==> src/verilog/dma_chan_regs.vh <==
// register map, field positions and request codes of the dma channels
// How it works
// - control bit 15 enables the channel; a disabled channel moves nothing.
// - control bit 14 set moves bytes, clear moves 16-bit words.
// - control bit 13 set reads ram writes peripheral, clear the reverse.
// - control bit 12 set interrupts at half block, clear at full block.
// - control bit 11 adds a null peripheral write per ram write; direction clear.
// - bits 5-4 pick post-increment, no increment, or peripheral indirect addressing.
// - bits 1-0 pick continuous, one-shot, continuous ping-pong, one-shot ping-pong.
// - request bit 15 written one forces exactly one transfer.
// - writing zero cannot clear force; completion or disable clears it.
// - request bits 7-0 select the source that triggers automatic transfers.
// - serial codes 0b,0c,0a,1e,1f,21 select uart and spi sources.
// - codes select external interrupt, captures, compares and timers two to five.
// - codes 0d, 22, 46 select converter done, can receive, can transmit.
// - primary start address is 24 bits, split high byte and low word.
// - secondary start address uses the same split, alternate ram buffer.
// - 16-bit peripheral address gives the peripheral side of each transfer.
// - unimplemented bits in all these registers read as zero.
// - a block is the 14-bit transfer count plus one transfers.
// - fixed priority by channel number picks among pending channels.
// - ping-pong modes swap start addresses after every completed block.
// - each channel raises an interrupt at half block or at full block, as control bit 12 picks.
`ifndef DMA_CHAN_REGS_VH
`define DMA_CHAN_REGS_VH

// word index of each register inside a channel slot
`define REG_CTL        3'h0
`define REG_REQ        3'h1
`define REG_PRIM_HI    3'h2
`define REG_PRIM_LO    3'h3
`define REG_SEC_HI     3'h4
`define REG_SEC_LO     3'h5
`define REG_PERIPH     3'h6
`define REG_XCOUNT     3'h7

// control fields
`define CTL_EN         15
`define CTL_BYTE       14
`define CTL_DIR        13
`define CTL_HALF       12
`define CTL_NULL_WRITE_MODE      11
`define CTL_AM_HI      5
`define CTL_AM_LO      4
`define CTL_MD_HI      1
`define CTL_MD_LO      0
`define CTL_MASK       16'hf833
`define REQ_FORCE      15
`define XCOUNT_W       14
`define RST_VAL        16'h0000

// addressing and operating modes
`define AM_INC         2'h0
`define AM_NOINC       2'h1
`define AM_PERIPH      2'h2
`define MD_CONT        2'h0
`define MD_ONESHOT     2'h1
`define MD_CONT_PP     2'h2
`define MD_ONESHOT_PP  2'h3

// request source codes
`define SRC_EXT_ZERO   8'h00
`define SRC_CAPT_1     8'h01
`define SRC_CAPT_2     8'h05
`define SRC_CAPT_3     8'h25
`define SRC_CAPT_4     8'h26
`define SRC_CMP_1      8'h02
`define SRC_CMP_2      8'h06
`define SRC_CMP_3      8'h19
`define SRC_CMP_4      8'h1a
`define SRC_TIMER_2    8'h07
`define SRC_TIMER_3    8'h08
`define SRC_TIMER_4    8'h1b
`define SRC_TIMER_5    8'h1c
`define SRC_SPI_1      8'h0a
`define SRC_SPI_2      8'h21
`define SRC_SER_RX_1   8'h0b
`define SRC_SER_TX_1   8'h0c
`define SRC_SER_RX_2   8'h1e
`define SRC_SER_TX_2   8'h1f
`define SRC_ANALOG     8'h0d
`define SRC_CAN_RX     8'h22
`define SRC_CAN_TX     8'h46

`endif

==> src/verilog/dma_req_pick.v <==
// picks one channel's trigger from the request lines by its source code
`timescale 1ns/1ps
`default_nettype none
`include "dma_chan_regs.vh"
module dma_req_pick #(
  parameter HAS_CAN_TX = 1
) (
  // request lines indexed by source code
  input  wire [255:0] req_i,
  // source code of the channel
  input  wire [7:0]   code_i,
  // selected trigger
  output wire         hit_o
);

  // unwired codes never fire
  function is_known;
    input [7:0] c;
    begin
      case (c)
        `SRC_SER_RX_1, `SRC_SER_TX_1, `SRC_SPI_1,
        `SRC_SER_RX_2, `SRC_SER_TX_2, `SRC_SPI_2: is_known = 1'b1;
        `SRC_EXT_ZERO, `SRC_CAPT_1, `SRC_CAPT_2, `SRC_CAPT_3,
        `SRC_CAPT_4, `SRC_CMP_1, `SRC_CMP_2, `SRC_CMP_3,
        `SRC_CMP_4, `SRC_TIMER_2, `SRC_TIMER_3, `SRC_TIMER_4,
        `SRC_TIMER_5: is_known = 1'b1;
        `SRC_ANALOG, `SRC_CAN_RX: is_known = 1'b1;
        `SRC_CAN_TX: is_known = (HAS_CAN_TX != 0);
        default: is_known = 1'b0;
      endcase
    end
  endfunction

  assign hit_o = is_known(code_i) & req_i[code_i];
endmodule
`default_nettype wire

==> src/verilog/dma_prio_arb.v <==
// fixed priority arbiter, lowest channel number wins
`timescale 1ns/1ps
`default_nettype none
module dma_prio_arb #(
  parameter NCH = 4,
  parameter CW  = 2
) (
  // pending requests
  input  wire [NCH-1:0] pend_i,
  // winner
  output reg  [CW-1:0]  gnt_o,
  output wire           any_o
);
  integer i;

  // lowest index assigns last and wins
  always @* begin
    gnt_o = {CW{1'b0}};
    for (i = NCH - 1; i >= 0; i = i - 1) begin
      if (pend_i[i]) begin
        gnt_o = i[CW-1:0];
      end
    end
  end

  assign any_o = |pend_i;
endmodule
`default_nettype wire

==> src/verilog/dma_chan_top.v <==
// four dma channels: avalon registers, request pick and transfer engine
//
// Chosen here: the register addresses and the Avalon-MM register port.
`timescale 1ns/1ps
`default_nettype none
`include "dma_chan_regs.vh"
module dma_chan_top #(
  parameter NCH        = 4,
  parameter HAS_CAN_TX = 1
) (
  // clock, reset, enable
  input  wire        mclk_i,
  input  wire        rst_n_i,
  input  wire        ce_i,
  // avalon-mm slave, byte address
  input  wire [6:0]  avs_address_i,
  input  wire [3:0]  avs_byteenable_i,
  input  wire        avs_read_i,
  input  wire        avs_write_i,
  input  wire [31:0] avs_writedata_i,
  output reg  [31:0] avs_readdata_o,
  output wire        avs_waitrequest_o,
  // peripheral request lines and indirect address
  input  wire [255:0] req_i,
  input  wire [15:0]  periph_offset_i,
  // data bus master toward ram and peripherals
  output reg         bus_req_o,
  output reg         bus_we_o,
  output reg         bus_ram_o,
  output reg         bus_byte_o,
  output reg  [23:0] bus_addr_o,
  output reg  [15:0] bus_wdata_o,
  input  wire [15:0] bus_rdata_i,
  input  wire        bus_ack_i,
  // block interrupts, one pulse per event
  output reg  [3:0]  blk_int_o
);

  localparam S_IDLE = 2'h0;
  localparam S_RD   = 2'h1;
  localparam S_WR   = 2'h2;
  localparam S_NUL  = 2'h3;

  // software registers
  reg [15:0] ctl_ff       [0:NCH-1];
  reg [7:0]  src_sel_ff   [0:NCH-1];
  reg        force_ff     [0:NCH-1];
  reg [7:0]  prim_hi_ff   [0:NCH-1];
  reg [15:0] prim_lo_ff   [0:NCH-1];
  reg [7:0]  sec_hi_ff    [0:NCH-1];
  reg [15:0] sec_lo_ff    [0:NCH-1];
  reg [15:0] periph_ff    [0:NCH-1];
  reg [13:0] xcount_ff    [0:NCH-1];
  // channel run state
  reg [23:0] ram_addr_ff  [0:NCH-1];
  reg [13:0] idx_ff       [0:NCH-1];
  reg        pp_ff        [0:NCH-1];
  reg [NCH-1:0] pend_ff;
  // engine state
  reg [1:0]  state_ff;
  reg [1:0]  cur_ff;
  reg        cur_forced_ff;
  reg [15:0] data_ff;
  reg        rd_done_ff;

  wire [1:0] reg_ch  = avs_address_i[6:5];
  wire [2:0] reg_idx = avs_address_i[4:2];
  wire       wr_go   = ce_i & avs_write_i;
  wire [15:0] wmask  = {{8{avs_byteenable_i[1]}}, {8{avs_byteenable_i[0]}}};

  // full 24-bit address of one of the two start buffers
  function [23:0] start_addr;
    input [7:0]  hi;
    input [15:0] lo;
    begin
      start_addr = {hi, lo};
    end
  endfunction

  // masked merge of a write into a stored word
  function [15:0] merge;
    input [15:0] old;
    input [15:0] nw;
    input [15:0] m;
    begin
      merge = (old & ~m) | (nw & m);
    end
  endfunction

  // count write merged at full width, then cut to the 14 stored bits
  wire [15:0] xcnt_mrg = merge({2'h0, xcount_ff[reg_ch]},
                               avs_writedata_i[15:0], wmask & 16'h3fff);

  // per-channel trigger lines
  wire [NCH-1:0] trig;
  genvar g;
  generate
    for (g = 0; g < NCH; g = g + 1) begin : pick
      dma_req_pick #(
        .HAS_CAN_TX (HAS_CAN_TX)
      ) u_pick (
        .req_i  (req_i),
        .code_i (src_sel_ff[g]),
        .hit_o  (trig[g])
      );
    end
  endgenerate

  wire [1:0] gnt;
  wire       gnt_any;
  dma_prio_arb #(
    .NCH (NCH),
    .CW  (2)
  ) u_arb (
    .pend_i (pend_ff),
    .gnt_o  (gnt),
    .any_o  (gnt_any)
  );

  // current channel decode
  wire [15:0] cur_ctl   = ctl_ff[cur_ff];
  wire        cur_byte  = cur_ctl[`CTL_BYTE];
  wire        cur_dir   = cur_ctl[`CTL_DIR];
  wire [1:0]  cur_am    = cur_ctl[`CTL_AM_HI:`CTL_AM_LO];
  wire [1:0]  cur_md    = cur_ctl[`CTL_MD_HI:`CTL_MD_LO];
  wire [23:0] cur_base  = pp_ff[cur_ff] ?
                          start_addr(sec_hi_ff[cur_ff], sec_lo_ff[cur_ff]) :
                          start_addr(prim_hi_ff[cur_ff],
                                     prim_lo_ff[cur_ff]);
  // peripheral indirect takes the offset from the peripheral
  wire [23:0] cur_ram   = (cur_am == `AM_PERIPH) ?
                          cur_base + {8'h00, periph_offset_i} :
                          ram_addr_ff[cur_ff];
  wire [23:0] cur_per   = {8'h00, periph_ff[cur_ff]};
  wire [13:0] cur_cnt   = xcount_ff[cur_ff];
  wire        last_xfer = (idx_ff[cur_ff] == cur_cnt);
  wire [14:0] cnt_p1    = {1'b0, cur_cnt} + 15'h0001;
  wire [14:0] idx_p1    = {1'b0, idx_ff[cur_ff]} + 15'h0001;
  wire        half_hit  = (idx_p1 == {1'b0, cnt_p1[14:1]});
  wire        xfer_end  = bus_ack_i &
                          (((state_ff == S_WR) &
                            ~(cur_ctl[`CTL_NULL_WRITE_MODE] & ~cur_dir)) |
                           (state_ff == S_NUL));
  wire        pp_mode   = cur_md[1];
  wire        one_shot  = cur_md[0];
  wire [23:0] step      = cur_byte ? 24'h000001 : 24'h000002;

  // reads take one wait state so read data comes from a flop
  assign avs_waitrequest_o = avs_read_i & ~rd_done_ff;

  // register read mux; unused bits are zero
  always @(posedge mclk_i or negedge rst_n_i) begin
    if (!rst_n_i) begin
      avs_readdata_o <= 32'h00000000;
      rd_done_ff     <= 1'b0;
    end else if (ce_i) begin
      rd_done_ff <= avs_read_i & ~rd_done_ff;
      if (avs_read_i & ~rd_done_ff) begin
        if (reg_idx == `REG_CTL) begin
          avs_readdata_o <= {16'h0000, ctl_ff[reg_ch] & `CTL_MASK};
        end else if (reg_idx == `REG_REQ) begin
          avs_readdata_o <= {16'h0000, force_ff[reg_ch], 7'h00,
                             src_sel_ff[reg_ch]};
        end else if (reg_idx == `REG_PRIM_HI) begin
          avs_readdata_o <= {24'h000000, prim_hi_ff[reg_ch]};
        end else if (reg_idx == `REG_PRIM_LO) begin
          avs_readdata_o <= {16'h0000, prim_lo_ff[reg_ch]};
        end else if (reg_idx == `REG_SEC_HI) begin
          avs_readdata_o <= {24'h000000, sec_hi_ff[reg_ch]};
        end else if (reg_idx == `REG_SEC_LO) begin
          avs_readdata_o <= {16'h0000, sec_lo_ff[reg_ch]};
        end else if (reg_idx == `REG_PERIPH) begin
          avs_readdata_o <= {16'h0000, periph_ff[reg_ch]};
        end else begin
          avs_readdata_o <= {18'h00000, xcount_ff[reg_ch]};
        end
      end
    end
  end

  // registers and per-channel run state; software writes come last
  integer c;
  always @(posedge mclk_i or negedge rst_n_i) begin
    if (!rst_n_i) begin
      for (c = 0; c < NCH; c = c + 1) begin
        ctl_ff[c]      <= `RST_VAL;
        src_sel_ff[c]  <= 8'h00;
        force_ff[c]    <= 1'b0;
        prim_hi_ff[c]  <= 8'h00;
        prim_lo_ff[c]  <= `RST_VAL;
        sec_hi_ff[c]   <= 8'h00;
        sec_lo_ff[c]   <= `RST_VAL;
        periph_ff[c]   <= `RST_VAL;
        xcount_ff[c]   <= 14'h0000;
        ram_addr_ff[c] <= 24'h000000;
        idx_ff[c]      <= 14'h0000;
        pp_ff[c]       <= 1'b0;
      end
      pend_ff <= {NCH{1'b0}};
    end else if (ce_i) begin
      // latch triggers of enabled channels; disabled ones drop them
      for (c = 0; c < NCH; c = c + 1) begin
        if (!ctl_ff[c][`CTL_EN]) begin
          pend_ff[c]     <= 1'b0;
          force_ff[c]    <= 1'b0;
          idx_ff[c]      <= 14'h0000;
          pp_ff[c]       <= 1'b0;
          ram_addr_ff[c] <= start_addr(prim_hi_ff[c], prim_lo_ff[c]);
        end else if (trig[c] | force_ff[c]) begin
          pend_ff[c] <= 1'b1;
        end
      end
      // the granted channel's request is consumed at start
      if ((state_ff == S_IDLE) & gnt_any) begin
        pend_ff[gnt] <= 1'b0;
      end
      // per-transfer bookkeeping of the current channel
      if (xfer_end) begin
        if (cur_forced_ff) begin
          force_ff[cur_ff] <= 1'b0;
          pend_ff[cur_ff]  <= 1'b0;
        end
        if (cur_am == `AM_INC) begin
          ram_addr_ff[cur_ff] <= ram_addr_ff[cur_ff] + step;
        end
        if (last_xfer) begin
          idx_ff[cur_ff] <= 14'h0000;
          if (pp_mode) begin
            pp_ff[cur_ff] <= ~pp_ff[cur_ff];
            ram_addr_ff[cur_ff] <= pp_ff[cur_ff] ?
              start_addr(prim_hi_ff[cur_ff], prim_lo_ff[cur_ff]) :
              start_addr(sec_hi_ff[cur_ff], sec_lo_ff[cur_ff]);
          end else begin
            ram_addr_ff[cur_ff] <=
              start_addr(prim_hi_ff[cur_ff], prim_lo_ff[cur_ff]);
          end
          // one-shot ends after one block, or after buffer b in ping-pong
          if (one_shot & (~pp_mode | pp_ff[cur_ff])) begin
            ctl_ff[cur_ff][`CTL_EN] <= 1'b0;
            pend_ff[cur_ff]         <= 1'b0;
          end
        end else begin
          idx_ff[cur_ff] <= idx_p1[13:0];
        end
      end
      // software writes, lanes 0 and 1 only
      if (wr_go) begin
        if (reg_idx == `REG_CTL) begin
          ctl_ff[reg_ch] <= merge(ctl_ff[reg_ch], avs_writedata_i[15:0],
                                  wmask & `CTL_MASK);
        end else if (reg_idx == `REG_REQ) begin
          if (avs_byteenable_i[0]) begin
            src_sel_ff[reg_ch] <= avs_writedata_i[7:0];
          end
          // a one sets force on an enabled channel and beats a same-cycle clear; a zero leaves it
          if (avs_byteenable_i[1] & avs_writedata_i[`REQ_FORCE] &
              ctl_ff[reg_ch][`CTL_EN]) begin
            force_ff[reg_ch] <= 1'b1;
          end
        end else if (reg_idx == `REG_PRIM_HI) begin
          if (avs_byteenable_i[0]) begin
            prim_hi_ff[reg_ch] <= avs_writedata_i[7:0];
          end
        end else if (reg_idx == `REG_PRIM_LO) begin
          prim_lo_ff[reg_ch] <= merge(prim_lo_ff[reg_ch],
                                      avs_writedata_i[15:0], wmask);
        end else if (reg_idx == `REG_SEC_HI) begin
          if (avs_byteenable_i[0]) begin
            sec_hi_ff[reg_ch] <= avs_writedata_i[7:0];
          end
        end else if (reg_idx == `REG_SEC_LO) begin
          sec_lo_ff[reg_ch] <= merge(sec_lo_ff[reg_ch],
                                     avs_writedata_i[15:0], wmask);
        end else if (reg_idx == `REG_PERIPH) begin
          // no guard while enabled: software is trusted to stay off
          periph_ff[reg_ch] <= merge(periph_ff[reg_ch],
                                     avs_writedata_i[15:0], wmask);
        end else begin
          xcount_ff[reg_ch] <= xcnt_mrg[13:0];
        end
      end
    end
  end

  // transfer engine: read source, write destination, optional null write
  always @(posedge mclk_i or negedge rst_n_i) begin
    if (!rst_n_i) begin
      state_ff      <= S_IDLE;
      cur_ff        <= 2'h0;
      cur_forced_ff <= 1'b0;
      data_ff       <= 16'h0000;
      bus_req_o     <= 1'b0;
      bus_we_o      <= 1'b0;
      bus_ram_o     <= 1'b0;
      bus_byte_o    <= 1'b0;
      bus_addr_o    <= 24'h000000;
      bus_wdata_o   <= 16'h0000;
      blk_int_o     <= 4'h0;
    end else if (ce_i) begin
      blk_int_o <= 4'h0;
      case (state_ff)
        S_IDLE: begin
          if (gnt_any) begin
            cur_ff        <= gnt;
            cur_forced_ff <= force_ff[gnt];
            state_ff      <= S_RD;
          end
        end
        S_RD: begin
          // issue address once cur_ff has settled
          if (!bus_req_o) begin
            bus_req_o  <= 1'b1;
            bus_we_o   <= 1'b0;
            bus_byte_o <= cur_byte;
            bus_ram_o  <= cur_dir;
            bus_addr_o <= cur_dir ? cur_ram : cur_per;
          end else if (bus_ack_i) begin
            data_ff    <= cur_byte ? {8'h00, bus_rdata_i[7:0]} :
                          bus_rdata_i;
            bus_req_o  <= 1'b0;
            state_ff   <= S_WR;
          end
        end
        S_WR: begin
          if (!bus_req_o) begin
            bus_req_o   <= 1'b1;
            bus_we_o    <= 1'b1;
            bus_ram_o   <= ~cur_dir;
            bus_addr_o  <= cur_dir ? cur_per : cur_ram;
            bus_wdata_o <= data_ff;
          end else if (bus_ack_i) begin
            bus_req_o <= 1'b0;
            bus_we_o  <= 1'b0;
            if (cur_ctl[`CTL_NULL_WRITE_MODE] & ~cur_dir) begin
              state_ff <= S_NUL;
            end else begin
              state_ff <= S_IDLE;
            end
          end
        end
        default: begin
          // null data to the peripheral after the ram write
          if (!bus_req_o) begin
            bus_req_o   <= 1'b1;
            bus_we_o    <= 1'b1;
            bus_ram_o   <= 1'b0;
            bus_addr_o  <= cur_per;
            bus_wdata_o <= 16'h0000;
          end else if (bus_ack_i) begin
            bus_req_o <= 1'b0;
            bus_we_o  <= 1'b0;
            state_ff  <= S_IDLE;
          end
        end
      endcase
      // block event: at half or at the end, as chosen
      if (xfer_end) begin
        if (cur_ctl[`CTL_HALF] ? half_hit : last_xfer) begin
          blk_int_o[cur_ff] <= 1'b1;
        end
      end
    end
  end

endmodule
`default_nettype wire

==> config.mk <==
export PLATFORM = sky130hd
export DESIGN_NAME = dma_chan_top
export DESIGN_NICKNAME = d
export VERILOG_FILES = /design/src/verilog/dma_req_pick.v /design/src/verilog/dma_prio_arb.v /design/src/verilog/dma_chan_top.v
export VERILOG_INCLUDE_DIRS = /design/src /design/src/verilog
export SDC_FILE = /design/constraint.sdc
export NUM_CORES = 2
export LEC_CHECK = 0
export ABC_AREA = 1
export BUFFER_PORTS_ARGS = -buffer_cell sky130_fd_sc_hd__buf_2
export CAP_MARGIN = 25
export CORE_MARGIN = 5
export CORE_UTILIZATION = 55
export DETAILED_ROUTE_END_ITERATION = 7
export PLACE_DENSITY = 0.74
export SYNTH_ARGS = -nofsm -noshare
export SYNTH_HDL_FRONTEND = slang
export SYNTH_HIERARCHICAL = 1
export SYNTH_SLANG_ARGS = --single-unit
export TNS_END_PERCENT = 50
==> constraint.sdc <==
create_clock -name mclk_i -period 7.65 [get_ports mclk_i]
set_clock_uncertainty 0.15 [all_clocks]
set_input_delay 1.53 -clock mclk_i [delete_from_list [all_inputs] [get_ports mclk_i]]
set_output_delay 1.53 -clock mclk_i [all_outputs]
set_load 0.02 [all_outputs]
# --- After elaboration in Yosys (flattened, before gate mapping) ---
# Cells that the tools add are included.
word_totals:
  register_bits: 674
  input_bits: 337
  out_inout_bits: 81
  elab_cells: 509
op_classes:
  n_addsub: 4
  magnitude_cmp: 13
  n_eq_ne: 103
  mux: 227
  bitwise: 65
  reduce_logical: 35
op_table:
  columns: ["cell", "count"]
  rows:
  - ["$mux W96", 6]
  - ["$mux W24", 19]
  - ["$mux W16", 26]
  - ["$mux W64", 6]
  - ["$bwmux W96", 3]
  - ["$bmux W16 S2", 8]
  - ["$bwmux W64", 4]
  - ["$mux W14", 16]
  - ["$eq A8 B5 Y1 const B", 24]
  - ["$eq A8 B4 Y1 const B", 20]
  - ["$eq A8 B6 Y1 const B", 16]
  - ["$bwmux W56", 2]
  - ["$mux W56", 2]
  - ["$and A16 B16 Y16", 6]
  - ["$bwmux W32", 3]
  - ["$eq A8 B3 Y1 const B", 12]
  - ["$mux W8", 11]
  - ["$reduce_or A22 Y1", 4]
  - ["$bmux W14 S2", 3]
  - ["$bmux W8 S2", 5]
  - ["$mux W4", 20]
  - ["$pmux W24 S3", 1]
  - ["$and A64 B64 Y64", 1]
  - ["$demux W16 S2", 2]
  - ["other kinds (64)", 227]

# --- Logic depth before layout (Yosys ltp) ---
logic_depth:
  ltp_word: 20
  depth_mapped: 28
  depth_no_buf: 22

# --- Hierarchy ---
# The synthesis kept the hierarchy.
by_module_without_submodules:
  columns: ["module", "n_inst", "cells_per_inst", "area_each_um2", "seq_area_each_um2"]
  rows:
  - ["dma_chan_top", 1, 5629, 39178.8, 15765.1]
  - ["dma_req_pick", 4, 724, 2952.8, 0.0]
  - ["dma_prio_arb", 1, 9, 46.3, 0.0]

# --- Worst setup path before layout ---
# No wires, ideal clock.
synth_timing:
  path_type: "flip-flop to flip-flop"
  start: "register cur_ff[1]"
  end: "register bus_addr_o[14]"
  setup_ps: 116
  arrival_time_ps: 3871
  required_time_ps: 7384
  setup_slack_ps: 3512
  path_stages_with_launch: 25
  n_path_buf: 5
  period_less_slack_ps: 4138
  cell_sequence: "dfrtp_1 buf_6 nor2_4 buf_6 inv_2 buf_2 o22ai_1 nor3_2 inv_1 clkbuf_1 clkbuf_1 o21ai_0 ha_1 fa_1 nand3_1 nand3_1 a21oi_1 o21ai_0 a21boi_0 o21bai_1 xor2_1 o21bai_1 nand2_1 nand2_1 nand2_1"
synth_via:
  elab_chain_len: 10
  word_cells_on_any_way: 29
synth_rtl:
  columns: ["item", "line_no", "rtl"]
  rows:
  - ["from (decl)", "dma_chan_top.v:61", "reg [1:0] cur_ff;"]
  - ["from (signal assigned)", "dma_chan_top.v:304", "cur_ff <= gnt;"]
  - ["$not A2 Y3 (implied by the code) (*)", null, null]
  - ["$bmux W16 S2, or another cell as far along", "dma_chan_top.v:129", "prim_lo_ff[cur_ff]);"]
  - ["$mux W16 (implied by the code), or another cell as far along (2 in series)", "dma_chan_top.v:129", null]
  - ["$mux W24", "dma_chan_top.v:126", "wire [23:0] cur_base = pp_ff[cur_ff] ?"]
  - ["$add A24 B16 Y24", "dma_chan_top.v:132", "cur_base + {8'h00, periph_offset_i} :"]
  - ["$mux W24", "dma_chan_top.v:131", "wire [23:0] cur_ram = (cur_am == `AM_PERIPH) ?"]
  - ["$mux W24 (on tied branches)", "dma_chan_top.v:329, dma_chan_top.v:316", null]
  - ["$mux W24 (on tied branches)", "dma_chan_top.v:325, dma_chan_top.v:311", null]
  - ["$pmux W24 S3 (*)", "dma_chan_top.v:301", "case (state_ff)"]
  - ["to (signal assigned)", "dma_chan_top.v:316", "bus_addr_o <= cur_dir ? cur_ram : cur_per;"]
  - ["to (signal assigned)", "dma_chan_top.v:329", "bus_addr_o <= cur_dir ? cur_per : cur_ram;"]
  - ["to (signal assigned)", "dma_chan_top.v:347", "bus_addr_o <= cur_per;"]
  - ["to (decl)", "dma_chan_top.v:31", "output reg [23:0] bus_addr_o,"]
# Every way passes the cells marked *; elsewhere a longest branch is shown, timed or not. The select of a mux whose other input is x is not followed.
# A chain may end at the register's enable or synchronous reset.

# --- Worst setup path after layout ---
layout_timing:
  start: "register cur_ff[0]"
  end: "register bus_addr_o[21]"
layout_via:
  elab_chain_len: 10
  word_cells_on_any_way: 31
layout_rtl:
  columns: ["item", "line_no"]
  rows:
  - ["$not A2 Y3 (implied by the code) (*)", null]
  - ["$bmux W16 S2, or another cell as far along", "dma_chan_top.v:129"]
  - ["$mux W16 (implied by the code), or another cell as far along (2 in series)", "dma_chan_top.v:129"]
  - ["$mux W24", "dma_chan_top.v:126"]
  - ["$add A24 B16 Y24", "dma_chan_top.v:132"]
  - ["$mux W24", "dma_chan_top.v:131"]
  - ["$mux W24 (on tied branches)", "dma_chan_top.v:329, dma_chan_top.v:316"]
  - ["$mux W24 (on tied branches)", "dma_chan_top.v:325, dma_chan_top.v:311"]
  - ["$pmux W24 S3 (*)", "dma_chan_top.v:301"]
# Marked as above.

==> results_dict.tcl <==
set metrics [dict create \
    grt_max_degree 156 \
    synth_most_common_cell "nand2_1" \
    first_global_vias 56400 \
    final_nets 8986 \
    hp-start "avs_readdata_o[7]" \
    path_delay_family "compound AO/OA/AOI/OAI gates" \
    post_cts_resize_count 0 \
    drtIter0Drc 10300 \
    min_path_cells 2 \
    htree_levels 3 \
    drive_above_1_share_pct 8.91 \
    hold_viol 0 \
    reg2reg_slack_ps 1550 \
    async_reset_ff_share_pct 100 \
    antenna_found_initial 37 \
    synth_area_mm2 0.0510 \
    ios 418 \
    hold_path_end "avs_readdata_o[7]" \
    routed_via_density 6.21 \
    synth_common_cells "nand2_1 (4,060), o21ai_0 (674), dfrtp_1 (630)" \
    fill_cells 9190 \
    cts_root_buf "clkbuf_16" \
    routed_wl_mm 234 \
    period_share_pct 79.8 \
    static-leakage-power_uw 0.0285 \
    worst-path-buf-inv 3 \
    synth_flop_cell "dfrtp_1" \
    failed_checks "DRC" \
    crit_cells 20 \
    fin_util_pct 60.5 \
    cts_tree "built" \
    rsz0062_at_grt "false" \
    relSlewSlack_pct 3.62 \
    crit_path_start_kind "flip-flop" \
    reg2reg_depth 20 \
    peakVddDrop_v 0.000218 \
    holdBufCountCts 0 \
    tightest_slew_ps 1450 \
    dp_hpwl_mm 159 \
    cpMostUsedCell "nand2_1" \
    reg2reg_from "cur_ff[0]" \
    post_cts_buffers 0 \
    r2r_end "bus_addr_o[21]" \
    port_buffers 381 \
    fmax_mhz 164 \
    clkTransAtPathRegs_ps 60 \
    ys_warn_count 6 \
    status "finished, violations left" \
    ys_ff_latch 630 \
    ys_seq_area_share_pct 30.9 \
    hold_path_class "reg2reg" \
    core_mm2 0.0919 \
    synth.top_cell.area_share_pct 30.9 \
    setup_tns_ps 0 \
    final_antenna_net_count 0 \
    clk_latency_ps 650 \
    dr_total_vias 61900 \
    crit_chain "nor2_4 -> inv_2 -> buf_4 -> o22ai_1 -> a221oi_1 -> mux2i_1 -> ha_1 -> inv_1 -> o21ai_0 -> a21oi_1 -> o21ai_0 -> nand3_1 -> nand2_1 -> nand3_1 -> nand2_1 -> nand3_1 -> nand2_1 -> nand2_1 -> o21ai_0 -> nand2_1" \
    cts_buffers 69 \
    grt_usage_pct 45.3 \
    start_util_pct 55.5 \
    slew_violations 0 \
    die_height_um 315 \
    die_area_mm2 0.0990 \
    grt_pass1_wl_mm 346 \
    die_width_um 315 \
    drcViolationCount 16 \
    synthTopCellsByArea "dfrtp_1 (31%), nand2_1 (30%), o21ai_0 (6.6%)" \
    syn_to_final_growth_pct 8.92 \
    final.min_clock_period_ps 6100 \
    synth_cells 8534 \
    slowest_stage "dfrtp_2" \
    crit_required_ps 8030 \
    place_congestion 1.03 \
    grt-ovfl-total 0 \
    critPathCaptureType "flip-flop" \
    cap_violations 0 \
    cp_max_fo 46 \
    critPathKind "reg2reg" \
    avgSynthCellArea_um2 5.98 \
    wire_per_inst_um 23.6 \
    arrival_ps 6490 \
    netlist.top_cell.by_area "dfrtp_1" \
    cellPowerDensity_mw_per_mm2 297 \
    dr.pass1.iters 8 \
    synth_edf_count 0 \
    cts_sinks 630 \
    setup_viol 0 \
    clockBufferDepth 3 \
    cpPeakStageDelay_ps 1040 \
    num_rows 111 \
    yosys.cell_types.count 60 \
]
cell usage in the layout, fill, tap and decap left out, drive strengths merged, types with 34 or more instances in the layout:
cell    instances
a21oi         294
a221oi         53
a22oi         115
a31oi          67
buf           521
clkbuf        104
dfrtp         630
diode          34
inv           600
nand2        4067
nand3         422
nand4          72
nor2          575
nor3           38
o211ai         52
o21ai         703
o221ai         68
o22ai          96
where the power goes:
group	switching, uW	leakage [uW]	internal (uW)
combinational	6030	0.0195	2370
clock	1520	0.00112	1950
sequential	589	0.00783	4060
layer usage:
metal	wire length [um]	vias up	global-route usage, %
met3	36900	1146	16.7
met1	86100	28000	59.5
met5	239	-	1.33
met2	92600	4952	62.4
met4	18600	12	29.4
li1	-	27700	-
area by class of cell:
| type | count | area [um^2] | share of cell area [%] |
|---|---|---|---|
| inverter | 606 | 2290 | 4.12 |
| sequential | 630 | 15800 | 28.4 |
| tap | 1243 | 1560 | 2.80 |
| clock buffer | 103 | 2070 | 3.72 |
| clock inverter | 23 | 196 | 0.353 |
| multi-input combinational | 6793 | 30400 | 54.6 |
| antenna | 34 | 85.1 | 0.153 |
| timing repair buffer | 522 | 3230 | 5.81 |
cell families after synthesis:
family	synth area share (%)
AOI/OAI and AO/OA	17.4
xor gates and xnor gates	0.481
and+or+nand+nor	40.3
other	0.00735
buffers and inverters	9.81
DFF	30.9
muxes	0.427
adders and majority gates	0.691
registers in the layout, summed over array words and instances (netlist names), 24 cells and up:
name	count
periph_ff	64
xcount_ff	56
sec_hi_ff	32
src_sel_ff	32
ram_addr_ff	96
sec_lo_ff	64
prim_lo_ff	64
idx_ff	56
prim_hi_ff	32
ctl_ff	36
bus_addr_o	24
how the worst max path moves through the flow:
stage,startpoint,end,slack [ps]
finish,cur_ff[0],bus_addr_o[21],1550
global route,cur_ff[0],bus_addr_o[21],1370
CTS,cur_ff[1],bus_addr_o[21],1770
detailed placement,cur_ff[1],bus_addr_o[21],1770
global placement,cur_ff[1],bus_addr_o[21],1850
floorplan,cur_ff[1],bus_addr_o[14],3510
tightest hold or removal path, cell delays in order, from the launching register on:
cell and delay (ps):
dfrtp_1 340, nand2_1 50, nand2_1 50
metrics by stage:
stage	hold slack [ps]	std cells	setup WS, ps	cell area (um^2)	power, uW
after global routing	344	9951	1370	55600	17300
after CTS	329	9907	1770	55300	16100
after detailed placement	310	9781	1770	53000	12600
after floorplan	299	8549	3510	51100	9860
final	326	9954	1550	55600	16500
after global placement	309	9778	1850	52900	12500
Power figures use the tool's default switching activity.
